**src/uart_pkg.sv**
```systemverilog
// shared register map, timing points and state types for the serial frame engine
package uart_pkg;

  // ==========================================================================
  // register map
  // ==========================================================================
  localparam logic [1:0] OFS_CONTROL = 2'h0;
  localparam logic [1:0] OFS_BUFFER = 2'h1;
  localparam logic [1:0] OFS_POWER = 2'h2;

  // serial_control_reg fields
  localparam int CTL_RECEIVE_DONE = 0;
  localparam int CTL_TRANSMIT_DONE = 1;
  localparam int CTL_NINTH_BIT = 2;
  localparam int CTL_RECEIVE_ENABLE = 4;
  localparam int CTL_MULTIPROC = 5;
  localparam int CTL_MODE_ASYNC = 6;

  // power_control_reg fields
  localparam int PWR_BAUD_DOUBLER = 7;

  localparam logic [7:0] READ_ZERO = 8'h00;

  // ==========================================================================
  // machine cycle: six states of two phases, one phase per clock
  // ==========================================================================
  localparam logic [3:0] PH_S1P1 = 4'h0;
  localparam logic [3:0] PH_S3P1 = 4'h4;
  localparam logic [3:0] PH_S5P2 = 4'h9;
  localparam logic [3:0] PH_S6P1 = 4'ha;
  localparam logic [3:0] PH_S6P2 = 4'hb;
  localparam logic [3:0] PH_LAST = 4'hb;

  // ==========================================================================
  // divide-by-16 bit timing
  // ==========================================================================
  localparam logic [3:0] DIV16_LAST = 4'hf;
  localparam logic [3:0] SAMPLE_7TH = 4'h6;
  localparam logic [3:0] SAMPLE_8TH = 4'h7;
  localparam logic [3:0] SAMPLE_9TH = 4'h8;

  // ==========================================================================
  // shift register patterns
  // ==========================================================================
  localparam logic [7:0] TX_END_PATTERN = 8'h01;
  // 11111110 seen from the far end of a right-moving register
  localparam logic [7:0] RX_SHIFT_INIT = 8'h7f;
  localparam logic [8:0] RX_FRAME_INIT = 9'h1ff;

  // ==========================================================================
  // state types
  // ==========================================================================
  typedef enum logic [2:0] {
    TX_IDLE = 3'b000,
    TX_REQ = 3'b001,
    TX_WAIT = 3'b011,
    TX_START = 3'b010,
    TX_SEND = 3'b110,
    TX_LAST = 3'b111
  } tx_state_t;

  typedef enum logic [2:0] {
    RX_IDLE = 3'b000,
    RX_ARM = 3'b001,
    RX_PREP = 3'b011,
    RX_RUN = 3'b010,
    RX_DONE = 3'b110
  } rx_state_t;

endpackage

```
**src/uart_shift_and_async_frame_engine.sv**
```systemverilog
// serial port engine: synchronous shift mode and asynchronous 10-bit frame mode
//
// Decided for this implementation: strobed register access and the placing of the registers.
`timescale 1ns/100ps

module uart_shift_and_async_frame_engine #(
  parameter int ADDR_W = 2,
  parameter int DATA_W = 8
) (
  input wire logic clock_in,
  input wire logic rst_n_in,
  input wire logic [ADDR_W-1:0] reg_addr_in,
  input wire logic [DATA_W-1:0] reg_wdata_in,
  input wire logic reg_write_in,
  input wire logic reg_read_in,
  output logic [DATA_W-1:0] reg_rdata_out,
  input wire logic timer1_overflow_in,
  input wire logic shift_data_pin_in,
  output logic shift_data_pin_out,
  output logic shift_data_pin_oe_out,
  output logic shift_clock_pin_out
);

  // ==========================================================================
  // declarations
  // ==========================================================================
  logic [3:0] phase;
  logic mode_async;
  logic rx_enable;
  logic multiproc_filter_bit;
  logic received_ninth_bit;
  logic transmit_done_flag;
  logic receive_done_flag;
  logic baud_doubler_bit;
  logic [DATA_W-1:0] serial_buffer;
  logic [8:0] tx_shift;
  logic tx_data_on;
  uart_pkg::tx_state_t tx_state;
  uart_pkg::rx_state_t rx_state;
  logic [8:0] rx_shift;
  logic rx_first;
  logic [3:0] rx_cnt;
  logic [3:0] tx_cnt;
  logic samp_a;
  logic samp_b;
  logic pin_sample;
  logic data_meta;
  logic data_sync;
  logic data_prev_tick;
  logic tick_half;
  logic tick16;

  logic wr_ctrl;
  logic wr_buf;
  logic wr_pwr;
  logic at_s1p1;
  logic at_s5p2;
  logic at_s6p2;
  logic tx_roll;
  logic vote;
  logic rx_vote_now;
  logic rx_final_async;
  logic rx_accept_async;
  logic rx_done_shift;
  logic tx_done_set;
  logic rx_done_set;
  logic shift_active;
  logic next_clock_level;
  logic [3:0] next_phase;
  logic tx_sending;

  // ==========================================================================
  // decode and timing points
  // ==========================================================================
  assign wr_ctrl = reg_write_in && (reg_addr_in == uart_pkg::OFS_CONTROL);
  assign wr_buf = reg_write_in && (reg_addr_in == uart_pkg::OFS_BUFFER);
  assign wr_pwr = reg_write_in && (reg_addr_in == uart_pkg::OFS_POWER);

  assign at_s1p1 = (phase == uart_pkg::PH_S1P1);
  assign at_s5p2 = (phase == uart_pkg::PH_S5P2);
  assign at_s6p2 = (phase == uart_pkg::PH_S6P2);

  assign tx_roll = tick16 && (tx_cnt == uart_pkg::DIV16_LAST);

  assign vote = (samp_a & samp_b) | (samp_a & data_sync) | (samp_b & data_sync);
  assign rx_vote_now = mode_async && (rx_state == uart_pkg::RX_RUN) && tick16 &&
                       (rx_cnt == uart_pkg::SAMPLE_9TH);
  // start bit has reached the far end: this vote is the stop bit
  assign rx_final_async = rx_vote_now && !rx_first && !rx_shift[0];
  assign rx_accept_async = rx_final_async && !receive_done_flag &&
                           (!multiproc_filter_bit || vote);
  assign rx_done_shift = !mode_async && (rx_state == uart_pkg::RX_RUN) && at_s6p2 &&
                         !rx_shift[0];

  assign tx_done_set = (!mode_async && (tx_state == uart_pkg::TX_LAST) && at_s1p1) ||
                       (mode_async && (tx_state == uart_pkg::TX_SEND) && tx_roll &&
                        (tx_shift[8:1] == uart_pkg::TX_END_PATTERN));
  assign rx_done_set = rx_accept_async ||
                       (!mode_async && (rx_state == uart_pkg::RX_DONE) && at_s1p1);

  assign shift_active = (tx_state == uart_pkg::TX_SEND) || (tx_state == uart_pkg::TX_LAST) ||
                        (rx_state == uart_pkg::RX_RUN) || (rx_state == uart_pkg::RX_DONE);
  assign tx_sending = (tx_state == uart_pkg::TX_SEND) || (tx_state == uart_pkg::TX_LAST);
  assign next_phase = (phase == uart_pkg::PH_LAST) ? uart_pkg::PH_S1P1 : phase + 4'h1;
  // taken from the coming phase so the registered pin is low exactly from S3P1 to the end of S5
  assign next_clock_level = !((next_phase >= uart_pkg::PH_S3P1) && (next_phase < uart_pkg::PH_S6P1));

  // ==========================================================================
  // machine cycle phase counter
  // ==========================================================================
  always_ff @(posedge clock_in) begin
    if (!rst_n_in) begin
      phase <= uart_pkg::PH_S1P1;
    end else if (phase == uart_pkg::PH_LAST) begin
      phase <= uart_pkg::PH_S1P1;
    end else begin
      phase <= phase + 4'h1;
    end
  end

  // ==========================================================================
  // pin synchroniser
  // ==========================================================================
  always_ff @(posedge clock_in) begin
    if (!rst_n_in) begin
      data_meta <= 1'b1;
      data_sync <= 1'b1;
    end else begin
      data_meta <= shift_data_pin_in;
      data_sync <= data_meta;
    end
  end

  // ==========================================================================
  // 16x tick from timer 1 overflow
  // ==========================================================================
  always_ff @(posedge clock_in) begin
    if (!rst_n_in) begin
      tick_half <= 1'b0;
      tick16 <= 1'b0;
    end else begin
      if (timer1_overflow_in) begin
        tick_half <= !tick_half;
      end
      // doubler clear: only every second overflow counts
      tick16 <= timer1_overflow_in && (baud_doubler_bit || tick_half);
    end
  end

  always_ff @(posedge clock_in) begin
    if (!rst_n_in) begin
      tx_cnt <= 4'h0;
    end else if (tick16) begin
      tx_cnt <= tx_cnt + 4'h1;
    end
  end

  // ==========================================================================
  // control and power registers
  // ==========================================================================
  always_ff @(posedge clock_in) begin
    if (!rst_n_in) begin
      mode_async <= 1'b0;
      rx_enable <= 1'b0;
      multiproc_filter_bit <= 1'b0;
      baud_doubler_bit <= 1'b0;
    end else begin
      if (wr_ctrl) begin
        mode_async <= reg_wdata_in[uart_pkg::CTL_MODE_ASYNC];
        rx_enable <= reg_wdata_in[uart_pkg::CTL_RECEIVE_ENABLE];
        multiproc_filter_bit <= reg_wdata_in[uart_pkg::CTL_MULTIPROC];
      end
      if (wr_pwr) begin
        baud_doubler_bit <= reg_wdata_in[uart_pkg::PWR_BAUD_DOUBLER];
      end
    end
  end

  // hardware set wins over a software clear in the same cycle
  always_ff @(posedge clock_in) begin
    if (!rst_n_in) begin
      transmit_done_flag <= 1'b0;
    end else if (tx_done_set) begin
      transmit_done_flag <= 1'b1;
    end else if (wr_ctrl) begin
      transmit_done_flag <= reg_wdata_in[uart_pkg::CTL_TRANSMIT_DONE];
    end
  end

  always_ff @(posedge clock_in) begin
    if (!rst_n_in) begin
      receive_done_flag <= 1'b0;
    end else if (rx_done_set) begin
      receive_done_flag <= 1'b1;
    end else if (wr_ctrl) begin
      receive_done_flag <= reg_wdata_in[uart_pkg::CTL_RECEIVE_DONE];
    end
  end

  always_ff @(posedge clock_in) begin
    if (!rst_n_in) begin
      received_ninth_bit <= 1'b0;
    end else if (rx_accept_async) begin
      received_ninth_bit <= vote;
    end else if (wr_ctrl) begin
      received_ninth_bit <= reg_wdata_in[uart_pkg::CTL_NINTH_BIT];
    end
  end

  // ==========================================================================
  // register read port, data one cycle after the strobe
  // ==========================================================================
  always_ff @(posedge clock_in) begin
    if (!rst_n_in) begin
      reg_rdata_out <= uart_pkg::READ_ZERO;
    end else if (reg_read_in) begin
      unique case (reg_addr_in)
        uart_pkg::OFS_CONTROL: begin
          reg_rdata_out <= uart_pkg::READ_ZERO;
          reg_rdata_out[uart_pkg::CTL_MODE_ASYNC] <= mode_async;
          reg_rdata_out[uart_pkg::CTL_RECEIVE_ENABLE] <= rx_enable;
          reg_rdata_out[uart_pkg::CTL_MULTIPROC] <= multiproc_filter_bit;
          reg_rdata_out[uart_pkg::CTL_NINTH_BIT] <= received_ninth_bit;
          reg_rdata_out[uart_pkg::CTL_TRANSMIT_DONE] <= transmit_done_flag;
          reg_rdata_out[uart_pkg::CTL_RECEIVE_DONE] <= receive_done_flag;
        end
        uart_pkg::OFS_BUFFER: begin
          reg_rdata_out <= serial_buffer;
        end
        uart_pkg::OFS_POWER: begin
          reg_rdata_out <= uart_pkg::READ_ZERO;
          reg_rdata_out[uart_pkg::PWR_BAUD_DOUBLER] <= baud_doubler_bit;
        end
        default: begin
          reg_rdata_out <= uart_pkg::READ_ZERO;
        end
      endcase
    end else begin
      reg_rdata_out <= uart_pkg::READ_ZERO;
    end
  end

  // ==========================================================================
  // transmitter
  // ==========================================================================
  always_ff @(posedge clock_in) begin
    if (!rst_n_in) begin
      tx_state <= uart_pkg::TX_IDLE;
      tx_shift <= 9'h000;
      tx_data_on <= 1'b0;
    end else if (wr_buf) begin
      tx_shift <= {1'b1, reg_wdata_in};
      tx_data_on <= 1'b0;
      tx_state <= uart_pkg::TX_REQ;
    end else begin
      unique case (tx_state)
        uart_pkg::TX_IDLE: begin
          tx_data_on <= 1'b0;
        end
        uart_pkg::TX_REQ: begin
          // shift mode: go to TX_WAIT and start at the first S6P2 seen there, as soon as two clocks after the write
          if (!mode_async) begin
            tx_state <= uart_pkg::TX_WAIT;
          end else if (mode_async && tx_roll) begin
            tx_state <= uart_pkg::TX_WAIT;
          end
        end
        uart_pkg::TX_WAIT: begin
          if (!mode_async && at_s6p2) begin
            tx_state <= uart_pkg::TX_SEND;
          end else if (mode_async && at_s1p1) begin
            tx_state <= uart_pkg::TX_START;
          end
        end
        uart_pkg::TX_START: begin
          if (tx_roll) begin
            tx_data_on <= 1'b1;
            tx_state <= uart_pkg::TX_SEND;
          end
        end
        uart_pkg::TX_SEND: begin
          if (!mode_async && at_s6p2) begin
            tx_shift <= {1'b0, tx_shift[8:1]};
            if (tx_shift[8:1] == uart_pkg::TX_END_PATTERN) begin
              tx_state <= uart_pkg::TX_LAST;
            end
          end else if (mode_async && tx_roll) begin
            tx_shift <= {1'b0, tx_shift[8:1]};
            if (tx_shift[8:1] == uart_pkg::TX_END_PATTERN) begin
              tx_data_on <= 1'b0;
              tx_state <= uart_pkg::TX_IDLE;
            end
          end
        end
        uart_pkg::TX_LAST: begin
          if (at_s1p1) begin
            tx_state <= uart_pkg::TX_IDLE;
          end
        end
        default: begin
          tx_state <= uart_pkg::TX_IDLE;
        end
      endcase
    end
  end

  // ==========================================================================
  // receiver
  // ==========================================================================
  always_ff @(posedge clock_in) begin
    if (!rst_n_in) begin
      data_prev_tick <= 1'b1;
      samp_a <= 1'b1;
      samp_b <= 1'b1;
      pin_sample <= 1'b1;
    end else begin
      if (tick16) begin
        data_prev_tick <= data_sync;
      end
      if (tick16 && (rx_cnt == uart_pkg::SAMPLE_7TH)) begin
        samp_a <= data_sync;
      end
      if (tick16 && (rx_cnt == uart_pkg::SAMPLE_8TH)) begin
        samp_b <= data_sync;
      end
      if (at_s5p2) begin
        pin_sample <= data_sync;
      end
    end
  end

  always_ff @(posedge clock_in) begin
    if (!rst_n_in) begin
      rx_state <= uart_pkg::RX_IDLE;
      rx_shift <= uart_pkg::RX_FRAME_INIT;
      rx_first <= 1'b0;
      rx_cnt <= 4'h0;
      serial_buffer <= 8'h00;
    end else begin
      if (tick16) begin
        rx_cnt <= rx_cnt + 4'h1;
      end
      unique case (rx_state)
        uart_pkg::RX_IDLE: begin
          if (mode_async && rx_enable && tick16 && data_prev_tick && !data_sync) begin
            rx_cnt <= 4'h0;
            rx_shift <= uart_pkg::RX_FRAME_INIT;
            rx_first <= 1'b1;
            rx_state <= uart_pkg::RX_RUN;
          end else if (!mode_async && rx_enable && !receive_done_flag) begin
            rx_state <= uart_pkg::RX_ARM;
          end
        end
        uart_pkg::RX_ARM: begin
          if (at_s1p1) begin
            rx_state <= uart_pkg::RX_PREP;
          end
        end
        uart_pkg::RX_PREP: begin
          if (at_s6p2) begin
            rx_shift <= {1'b1, uart_pkg::RX_SHIFT_INIT};
            rx_state <= uart_pkg::RX_RUN;
          end
        end
        uart_pkg::RX_RUN: begin
          if (!mode_async) begin
            if (at_s6p2) begin
              rx_shift <= {1'b1, pin_sample, rx_shift[7:1]};
              if (rx_done_shift) begin
                serial_buffer <= {pin_sample, rx_shift[7:1]};
                rx_state <= uart_pkg::RX_DONE;
              end
            end
          end else if (rx_vote_now) begin
            if (rx_first && vote) begin
              rx_state <= uart_pkg::RX_IDLE;
            end else if (rx_final_async) begin
              if (rx_accept_async) begin
                serial_buffer <= rx_shift[8:1];
              end
              rx_shift <= uart_pkg::RX_FRAME_INIT;
              rx_state <= uart_pkg::RX_IDLE;
            end else begin
              rx_shift <= {vote, rx_shift[8:1]};
              rx_first <= 1'b0;
            end
          end
        end
        uart_pkg::RX_DONE: begin
          if (at_s1p1) begin
            rx_state <= uart_pkg::RX_IDLE;
          end
        end
        default: begin
          rx_state <= uart_pkg::RX_IDLE;
        end
      endcase
    end
  end

  // ==========================================================================
  // pin drivers
  // ==========================================================================
  always_ff @(posedge clock_in) begin
    if (!rst_n_in) begin
      shift_data_pin_out <= 1'b1;
      shift_data_pin_oe_out <= 1'b0;
      shift_clock_pin_out <= 1'b1;
    end else if (!mode_async) begin
      // shift mode: data pin driven only while sending, clock pin is shift clock
      shift_data_pin_oe_out <= tx_sending;
      shift_data_pin_out <= tx_sending ? tx_shift[0] : 1'b1;
      shift_clock_pin_out <= shift_active ? next_clock_level : 1'b1;
    end else begin
      // frame mode: data pin is the receive input, clock pin is the transmit line
      shift_data_pin_oe_out <= 1'b0;
      shift_data_pin_out <= 1'b1;
      if (tx_state == uart_pkg::TX_START) begin
        shift_clock_pin_out <= 1'b0;
      end else if ((tx_state == uart_pkg::TX_SEND) && tx_data_on) begin
        shift_clock_pin_out <= tx_shift[0];
      end else begin
        shift_clock_pin_out <= 1'b1;
      end
    end
  end

endmodule // uart_shift_and_async_frame_engine

```
**config.mk**
```make
export PLATFORM = sky130hd
export DESIGN_NAME = uart_shift_and_async_frame_engine
export DESIGN_NICKNAME = d
export VERILOG_FILES = /design/src/uart_pkg.sv /design/src/uart_shift_and_async_frame_engine.sv
export SDC_FILE = /design/constraint.sdc
export NUM_CORES = 1
export LEC_CHECK = 0
export ABC_AREA = 0
export BUFFER_PORTS_ARGS = -buffer_cell sky130_fd_sc_hd__buf_4
export CORE_UTILIZATION = 59
export CTS_CLUSTER_DIAMETER = 40
export DETAILED_ROUTE_END_ITERATION = 12
export PLACE_DENSITY = 0.79
export SYNTH_ARGS = -nofsm -noshare
export SYNTH_HDL_FRONTEND = slang
export SYNTH_SLANG_ARGS = --single-unit
```
**constraint.sdc**
```tcl
create_clock -name clock_in -period 2.2 [get_ports clock_in]
set_input_delay 0.44 -clock clock_in [delete_from_list [all_inputs] [get_ports clock_in]]
set_output_delay 0.44 -clock clock_in [all_outputs]
set_load 0.02 [all_outputs]
```
### After elaboration in Yosys (flattened, before gate mapping)

Index checks and enable logic that the tools add are counted.

* output and inout bits: 11
* logic and storage cells: 239
* input bits: 16
* register bits after elaboration: 72

* multiplexer cells: 68
* $add $sub $neg: 3
* reductions and logical operators: 77
* $lt $le $gt $ge: 2
* bitwise logic cells: 8
* equal/unequal tests: 51

Operators by type and width (count)
* 2-to-1 mux 9 bit: 11
* 2-to-1 mux 3 bit: 20
* 2-to-1 mux 8 bit: 7
* logical AND 1 bit: 36
* inequality test 3 bit (second input constant): 11
* inequality test 2 bit (second input constant): 15
* case mux 9 bit (3 select lines): 1
* case mux 8 bit (3 select lines): 1
* AND reduction 7 bit: 3
* 2-to-1 mux 1 bit: 20
* case mux 3 bit (6 select lines): 1
* == test 4 bit (second input constant): 4
* 2-to-1 mux 4 bit: 4
* case mux 3 bit (5 select lines): 1
* nonzero test 2 bit: 7
* adder 4 x 1 -> 4 bit (second input constant): 3
* == test 3 x 2 -> 1 bit (second input constant): 4
* inequality test 4 bit (second input constant): 3
* AND reduction 6 bit: 2
* == test 3 bit (second input constant): 3
* nonzero test 3 bit: 3
* == test 4 x 3 -> 1 bit (second input constant): 2
* == test 8 x 1 -> 1 bit (second input constant): 1
* zero test 1 bit: 8
* 21 further kinds: 38

### Longest topological paths before layout

Gate-level depths: netlist of the first run.

* word-level depth: 13
* mapped depth: 9
* mapped depth without buffers: 8

### Least setup slack after synthesis of the first run

Ideal clock, no wire load.

* path type: register to register
* start point: reg phase[0]
* end point: reg tx_shift[6]
* arrival time: 1.882 ns
* required time: 2.112 ns
* setup slack: 0.230 ns
* cell stages (with the launch flop): 10
* setup time: 0.088 ns
* cells stage by stage: dfxtp_1 > ha_1 > nand3b_4 > or2_1 > buf_2 > a211o_1 > nand2_4 > buf_6 > nor2_1 > a311oi_2

* cells in the longest elaborated chain, start to end: 5

RTL lines
* start: declaration: RTL line uart_shift_and_async_frame_engine.sv:27 `logic [3:0] phase;`
* start signal: assignment: RTL line uart_shift_and_async_frame_engine.sv:113 `phase <= uart_pkg::PH_S1P1;`
* start signal: assignment: RTL line uart_shift_and_async_frame_engine.sv:115 `phase <= uart_pkg::PH_S1P1;`
* start signal: assignment: RTL line uart_shift_and_async_frame_engine.sv:117 `phase <= phase + 4'h1;`
* == test 4 bit (*): RTL line uart_shift_and_async_frame_engine.sv:81 `assign at_s6p2 = (phase == uart_pkg::PH_S6P2);`
* logical AND 1 bit (*): RTL line uart_shift_and_async_frame_engine.sv:282 `if (!mode_async && at_s6p2) begin`
* 2-to-1 mux 9 bit: RTL line uart_shift_and_async_frame_engine.sv:282
* 2-to-1 mux 9 bit: RTL line uart_shift_and_async_frame_engine.sv:256 `unique case (tx_state)`
* 2-to-1 mux 9 bit: RTL line uart_shift_and_async_frame_engine.sv:251 `end else if (wr_buf) begin`
* end signal: assignment: RTL line uart_shift_and_async_frame_engine.sv:252 `tx_shift <= {1'b1, reg_wdata_in};`
* end signal: assignment: RTL line uart_shift_and_async_frame_engine.sv:283 `tx_shift <= {1'b0, tx_shift[8:1]};`
* end signal: assignment: RTL line uart_shift_and_async_frame_engine.sv:288 `tx_shift <= {1'b0, tx_shift[8:1]};`
* end: declaration: RTL line uart_shift_and_async_frame_engine.sv:36 `logic [8:0] tx_shift;`

Mark *: on every way between the ends. The rest lies on a longest branch, timed or not. The select of a mux whose other input is x is not followed.
A chain may end at the register's enable or synchronous reset.

### Worst setup path after layout of the first run

* start point: reg phase[0]
* end point: reg shift_clock_pin_out

* cells in the longest elaborated chain, start to end: 7

RTL lines
* adder 4 x 1 -> 4 bit or == test 4 bit (tied branches): RTL line uart_shift_and_async_frame_engine.sv:104 `assign next_phase = (phase == uart_pkg::PH_LAST) ? uart_pkg::PH_S1P1 : phase + 4'h1;`
* 2-to-1 mux 4 bit (*)
* net next_phase[1]: RTL line uart_shift_and_async_frame_engine.sv:69 `logic [3:0] next_phase;`
* greater-or-equal comparator 4 x 3 -> 1 bit or less-than comparator 4 bit (tied branches): RTL line uart_shift_and_async_frame_engine.sv:106 `assign next_clock_level = !((next_phase >= uart_pkg::PH_S3P1) && (next_phase < uart_pkg::PH_S6P1));`
* logical AND 1 bit (*): RTL line uart_shift_and_async_frame_engine.sv:106
* zero test 1 bit (*): RTL line uart_shift_and_async_frame_engine.sv:106
* 2-to-1 mux 1 bit (*): RTL line uart_shift_and_async_frame_engine.sv:413 `shift_clock_pin_out <= shift_active ? next_clock_level : 1'b1;`
* 2-to-1 mux 1 bit (*): RTL line uart_shift_and_async_frame_engine.sv:409 `end else if (!mode_async) begin`
* end signal: assignment: RTL line uart_shift_and_async_frame_engine.sv:413
* end signal: assignment: RTL line uart_shift_and_async_frame_engine.sv:421 `shift_clock_pin_out <= tx_shift[0];`
* end: declaration: RTL line uart_shift_and_async_frame_engine.sv:21 `output logic shift_clock_pin_out`

Mark *: on every way through the listed nets, which the timed path passes. The rest lies on a longest branch.

==> flow_metrics.py, run 1 <==
metrics = {
    "worst_setup_path": {
        "cp-end-kind": "register",
        "worstPathRequired_ns": 2.44,
        "crit_family": "compound AO/OA/AOI/OAI gates",
        "cp_slowest_cell": "dfxtp_1",
        "slowest_delay_ns": 0.45,
        "reg2reg_depth": 7,
        "cpMostUsedCell": "a21oi_1",
        "reg2reg_from": "phase[0]$_SDFF_PN0_",
        "cp-start-kind": "register",
        "crit_path_max_fanout": 5,
        "path_buf_inv": 1,
        "worst_r2r_endpoint": "shift_clock_pin_out$_SDFF_PN1_",
        "cp.arrival_ns": 2.30,
        "rrSetupSlack_ns": 0.14,
        "path_cells": "inv_1 -> ha_1 -> or3b_2 -> a21oi_1 -> a31oi_1 -> a221oi_1 -> a21oi_1",
        "worst-setup-path-type": "reg -> reg",
    },
    "clocking": {
        "clk_pin_slew_ns": 0.08,
        "cts.sink_count": 72,
        "cts.path.max_buffers": 2,
        "numCtsBuffers": 9,
        "htree_levels": 3,
        "postCtsHoldBufs": 0,
        "cts_tree": "yes",
        "clock_latency_ns": 0.36,
        "cts_resized": 1,
        "cts_setup_buffers": 0,
        "clock-root-buffer": "clkbuf_8",
    },
    "hold_path": {
        "min_to": "data_meta$_SDFF_PN1_",
        "hold_path_depth": 2,
        "min_from": "shift_data_pin_in",
        "min_path_type": "in -> reg",
    },
    "synth": {
        "synth.top_cell.area_share": 0.427,
        "synth_mux_area_frac": 0.0746,
        "synthSimpleGateAreaFrac": 0.248,
        "synthXorXnorAreaFrac": 0.0208,
        "synth-async-reset-ratio": 0,
        "synth_edf_count": 0,
        "synth_cell_types": 58,
        "synth_seq_area_share": 0.427,
        "avgSynthCellArea_um2": 8.56,
        "synth_largest_area_cell": "dfxtp_1",
        "post-synth-top-count-cell": "dfxtp_1",
        "syn_area_um2": 3370,
        "yosys-top-cells-count": "dfxtp_1, nor2_1, nand2_1",
        "ys_warn_count": 0,
        "synth_nets": 417,
        "synth_top_family_by_area": "simple AND/OR/NAND/NOR gates",
        "synth_compound_area_frac": 0.144,
        "synth_cells": 394,
        "synth_flop_cell": "dfxtp_1",
        "ys_ff_latch": 72,
        "synth_area_leaders": "dfxtp_1, mux2i_1, nor2_1",
        "synth_fa_ha_area_frac": 0.0289,
    },
    "timing": {
        "final-max-slew-violation-count": 0,
        "worst_clock_skew_ns": 0.0102,
        "fin_crit_sh": 0.936,
        "period_minus_slack_ns": 2.06,
        "max_freq_mhz": 485,
        "setup_tns_ns": 0,
        "rsz0062_at_grt": "false",
        "setup_viol": 0,
        "max_slew_margin": 0.579,
        "hold_viol": 0,
        "holdWs_ns": 0.267,
        "tightestPinTransition_ns": 0.629,
        "setup_slack_ns": 0.140,
    },
    "power": {
        "swShare": 0.292,
        "power_frac_comb": 0.125,
        "p_sw_uw": 788,
        "power_frac_clock": 0.355,
        "irDropWorstVdd_v": 0.000582,
        "p_seq_frac": 0.520,
        "p_leak_nw": 1.55,
        "internal-power_mw": 1.91,
        "power_density_nw_per_um2": 707,
    },
    "route": {
        "via_per_inst": 5.87,
        "first_pass_iters": 5,
        "num_vias": 2901,
        "drc": 0,
        "postRouteAntennaNets": 0,
        "initialDrtViolationCount": 181,
        "routed_wl_um": 7500,
        "routedWlPerCell_um": 15.2,
    },
    "place": {
        "io_buffers": 26,
        "gp_congestion": 0.897,
        "pre_cts_slack_ns": 0.0955,
        "hpwl_um": 5210,
        "placed_area_um2": 3620,
    },
    "floorplan": {
        "start_util": 0.612,
        "io_pins": 27,
        "die_x_um": 77.6,
        "die_y_um": 77.6,
        "rows": 27,
        "coreArea_um2": 5510,
        "dieArea_um2": 6020,
    },
    "global_routing": {
        "grt_pass1_wl_um": 12700,
        "grt_overflow": 0,
        "grt_pass1_vias": 2794,
        "grtUsageTotal": 0.270,
        "antenna_found_initial": 0,
        "grt_max_degree": 27,
    },
    "finish": {
        "drive_gt1_frac": 0.154,
        "fin_area_um2": 3810,
        "layout.nets": 440,
        "nFillCells": 450,
        "diodes": 0,
        "multi_input_area_um2": 1760,
        "areaGrowthSynthToFinish_pct": 13.1,
        "register_area_um2": 1440,
    },
    "flow_run": {
        "max_cap_violations": 0,
    },
    "status": {
        "status": "finished clean",
    },
}
[registers in the layout, indices dropped and copies added (netlist names), 3 cells and up]
name / count
phase: 4
serial_buffer: 8
rx_state: 3
tx_cnt: 4
rx_cnt: 4
reg_rdata_out: 8
tx_state: 3
tx_shift: 9
rx_shift: 9
[layout by cell type (no fill, tap or decap), drive strengths merged, types with 12 or more instances in the layout]
master and n:
a21oi 18, a31oi 12, buf 37, dfxtp 72, inv 20, mux2i 24
nand2 39, nand3 18, nor2 54, nor3 17
[metal layers]
| metal | vias up | part of all wire | track usage |
|---|---|---|---|
| met4 | 0 | 0.011 | 0.111 |
| met2 | 101 | 0.48 | 0.434 |
| li1 | 1436 | - | - |
| met3 | 11 | 0.055 | 0.0765 |
| met5 | - | 0 | 0 |
| met1 | 1353 | 0.45 | 0.338 |
[power groups by stage]
stage	logic, mW	clock network [mW]	registers (mW)
2_1_floorplan	0.261	0	1.40
3_3_place_gp	0.321	0	1.43
3_5_place_dp	0.329	0	1.43
4_1_cts	0.333	0.973	1.40
5_1_grt	0.376	1.03	1.41
6_report	0.338	0.956	1.40
[cell type report]
type | instances | area share
Multi-Input combinational cell | 279 | 0.461
Sequential cell | 72 | 0.378
Timing Repair Buffer | 37 | 0.0728
Clock buffer | 9 | 0.0325
Tap cell | 72 | 0.0236
Inverter | 18 | 0.0177
Clock inverter | 7 | 0.0144
[through the flow]
step,std cells,power (mW),util
detailed placement,478,1.76,0.657
global placement,478,1.75,0.657
finish,494,2.70,0.693
floorplan,394,1.66,-
global route,494,2.82,0.693
CTS,494,2.70,0.690
[worst max path at each step]
stage | from | to | slack [ns] | depth (start not counted)
CTS | phase[0]$_SDFF_PN0_ | serial_buffer[7]$_SDFFE_PN0P_ | 0.07 | 8
global route | phase[0]$_SDFF_PN0_ | shift_clock_pin_out$_SDFF_PN1_ | 0.009 | 7
global placement | phase[0]$_SDFF_PN0_ | serial_buffer[7]$_SDFFE_PN0P_ | 0.17 | 8
detailed placement | phase[0]$_SDFF_PN0_ | tx_shift[3]$_SDFFE_PN0P_ | 0.1 | 7
finish | phase[0]$_SDFF_PN0_ | shift_clock_pin_out$_SDFF_PN1_ | 0.14 | 7
floorplan | phase[0]$_SDFF_PN0_ | tx_shift[6]$_SDFFE_PN0P_ | 0.23 | 9
[logic make-up (layout without fill, tap and decap cells)]
family / count (synthesis) / count (layout)
mux: 25 / 25
fa+ha+maj: 8 / 8
flops: 72 / 72
simple gates: 169 / 169
buf+inv: 43 / 71
xor+xnor: 8 / 8
compound gates: 69 / 69
Power figures use the tool's default switching activity.
==> run 2: changes to the inputs <==
CORE_UTILIZATION = 60   (was 59)
PLACE_DENSITY = 0.8   (was 0.79)
clock period = 2.6 ns   (was 2.2 ns; I/O delays follow)
==> run 2 against run 1 <==
Clock skew is 0.00051 ns higher. Final cell count is 1.0% lower. Critical path type unchanged. Routed wire length is 0.77% lower. Design area is 0.82% lower.
==> flow_metrics.py, run 2 (same netlist as run 1, synthesis figures left out) <==
metrics = {
    "worst_setup_path": {
        "reg2reg_from": "phase[0]$_SDFF_PN0_",
        "slowest_delay_ns": 0.41,
        "cpMostUsedCell": "or2_1",
        "worstPathRequired_ns": 2.87,
        "cp-start-kind": "register",
        "crit_path_max_fanout": 9,
        "cp-startpoint": "phase[0]$_SDFF_PN0_",
        "worst-setup-path-type": "reg -> reg",
        "cp.arrival_ns": 2.52,
        "path_cells": "ha_1 -> nand3b_4 -> or2_1 -> nor3_1 -> a21boi_2 -> or2_1 -> a21oi_1",
        "cp_slowest_cell": "dfxtp_1",
        "cp-end-kind": "register",
    },
    "hold_path": {
        "min_path_type": "in -> reg",
        "min_from": "shift_data_pin_in",
    },
    "power": {
        "power_density_nw_per_um2": 612,
        "p_leak_nw": 1.53,
        "p_total_mw": 2.32,
        "irDropWorstVdd_v": 0.000401,
    },
    "timing": {
        "rsz0062_at_grt": "false",
        "holdWs_ns": 0.352,
        "tightestPinTransition_ns": 0.615,
        "max_slew_margin": 0.588,
        "worst_clock_skew_ns": 0.0107,
        "final-max-slew-violation-count": 0,
        "setup_viol": 0,
        "fin_crit_sh": 0.863,
        "hold_viol": 0,
        "setup_tns_ns": 0,
        "max_freq_mhz": 446,
        "period_minus_slack_ns": 2.24,
    },
    "floorplan": {
        "die_y_um": 77.0,
        "die_x_um": 77.0,
        "rows": 26,
        "io_pins": 27,
        "coreArea_um2": 5270,
        "start_util": 0.640,
        "dieArea_um2": 5920,
    },
    "route": {
        "postRouteAntennaNets": 0,
        "drc": 0,
        "initialDrtViolationCount": 161,
        "first_pass_iters": 6,
        "num_vias": 2928,
        "routedWlPerCell_um": 15.2,
        "routed_wl_um": 7440,
        "via_per_inst": 5.99,
    },
    "finish": {
        "diodes": 0,
        "final_common_cell": "dfxtp_1",
        "final_cell_mix": "dfxtp_1, nor2_1, nand2_1",
        "areaGrowthSynthToFinish_pct": 12.2,
        "layout.nets": 437,
        "reg_top3": "rx_shift x9, tx_shift x9",
        "drive_gt1_frac": 0.146,
    },
    "global_routing": {
        "grt_overflow": 0,
        "grt_max_degree": 29,
        "grtUsageTotal": 0.277,
        "grt_pass1_wl_um": 13000,
        "antenna_found_initial": 0,
        "grt_pass1_vias": 2828,
    },
    "flow_run": {
        "max_cap_violations": 0,
    },
    "clocking": {
        "numCtsBuffers": 9,
        "cts_tree": "yes",
        "clock-root-buffer": "clkbuf_8",
        "clock_latency_ns": 0.35,
        "cts_setup_buffers": 0,
        "cts.sink_count": 72,
        "htree_levels": 3,
        "clk_pin_slew_ns": 0.09,
        "cts.path.max_buffers": 2,
        "postCtsHoldBufs": 0,
    },
    "place": {
        "hpwl_um": 5140,
        "gp_congestion": 0.926,
        "io_buffers": 26,
    },
    "status": {
        "status": "finished clean",
    },
}
[run 2: cell count changes in the layout (fill, tap and decap cells not counted)]
cell	before	now
buf_4	37	34
inv_8	0	2
a21boi_1	1	0
a21boi_2	0	1
clkinv_2	1	0
clkinv_4	1	0
clkinvlp_4	2	3
ha_1	6	7
ha_4	1	0
inv_6	3	2
nor3_1	16	17
nor3_2	1	0
[run 2: path summary, 6_finish.rpt]
path                                   end  slack [ns]  cells after the start
max reg2reg  serial_buffer[7]$_SDFFE_PN0P_        0.36                      7
min                   data_meta$_SDFF_PN1_        0.35                      2
max          serial_buffer[7]$_SDFFE_PN0P_        0.36                      7
min reg2reg           data_sync$_SDFF_PN1_        0.42                      1
[run 2: what timing repair did]
| action | CTS | global route |
|---|---|---|
| hold endpoints to repair | 0 | 0 |
| resized for setup | 0 | 1 |
| endpoints found under the setup margin | 0 | 8 |
[run 2: through the flow]
step	worst slack, ns	instance area [um^2]	std cells	util
after floorplan	0.630	3370	394	-
after global placement	0.300	3590	473	0.682
after detailed placement	0.153	3590	473	0.682
after CTS	0.110	3780	489	0.717
after global routing	0.176	3780	489	0.718
final	0.357	3780	489	0.718
[run 2: final cells by class]
cell class | instances | area [um^2]
multi-input cells | 279 | 1740
fillers | 416 | 1490
flip-flops and latches | 72 | 1440
repair buffers | 34 | 255
clock buffers | 9 | 124
well taps | 70 | 87.6
inverters | 18 | 67.6
clock inverters | 7 | 62.6
[run 2: report_power, final]
part	internal (mW)	switching (mW)	total, mW
logic	0.117	0.165	0.282
registers	1.14	0.0460	1.18
clock network	0.366	0.483	0.849
[run 2: worst max-delay path, delay by kind of cell (launching register included)]
kind                       cells  cell delay [ns]
AOI/OAI and AO/OA              2             0.39
adders and majority gates      1             0.36
and+or+nand+nor                4             1.01
DFF                            1             0.41
[run 2: metal layers]
layer,part of all wire,vias up,global-route usage
li1,-,1418,-
met1,0.45,1392,0.348
met2,0.48,100,0.455
met3,0.051,18,0.0500
met4,0.020,0,0.133
met5,0,-,0
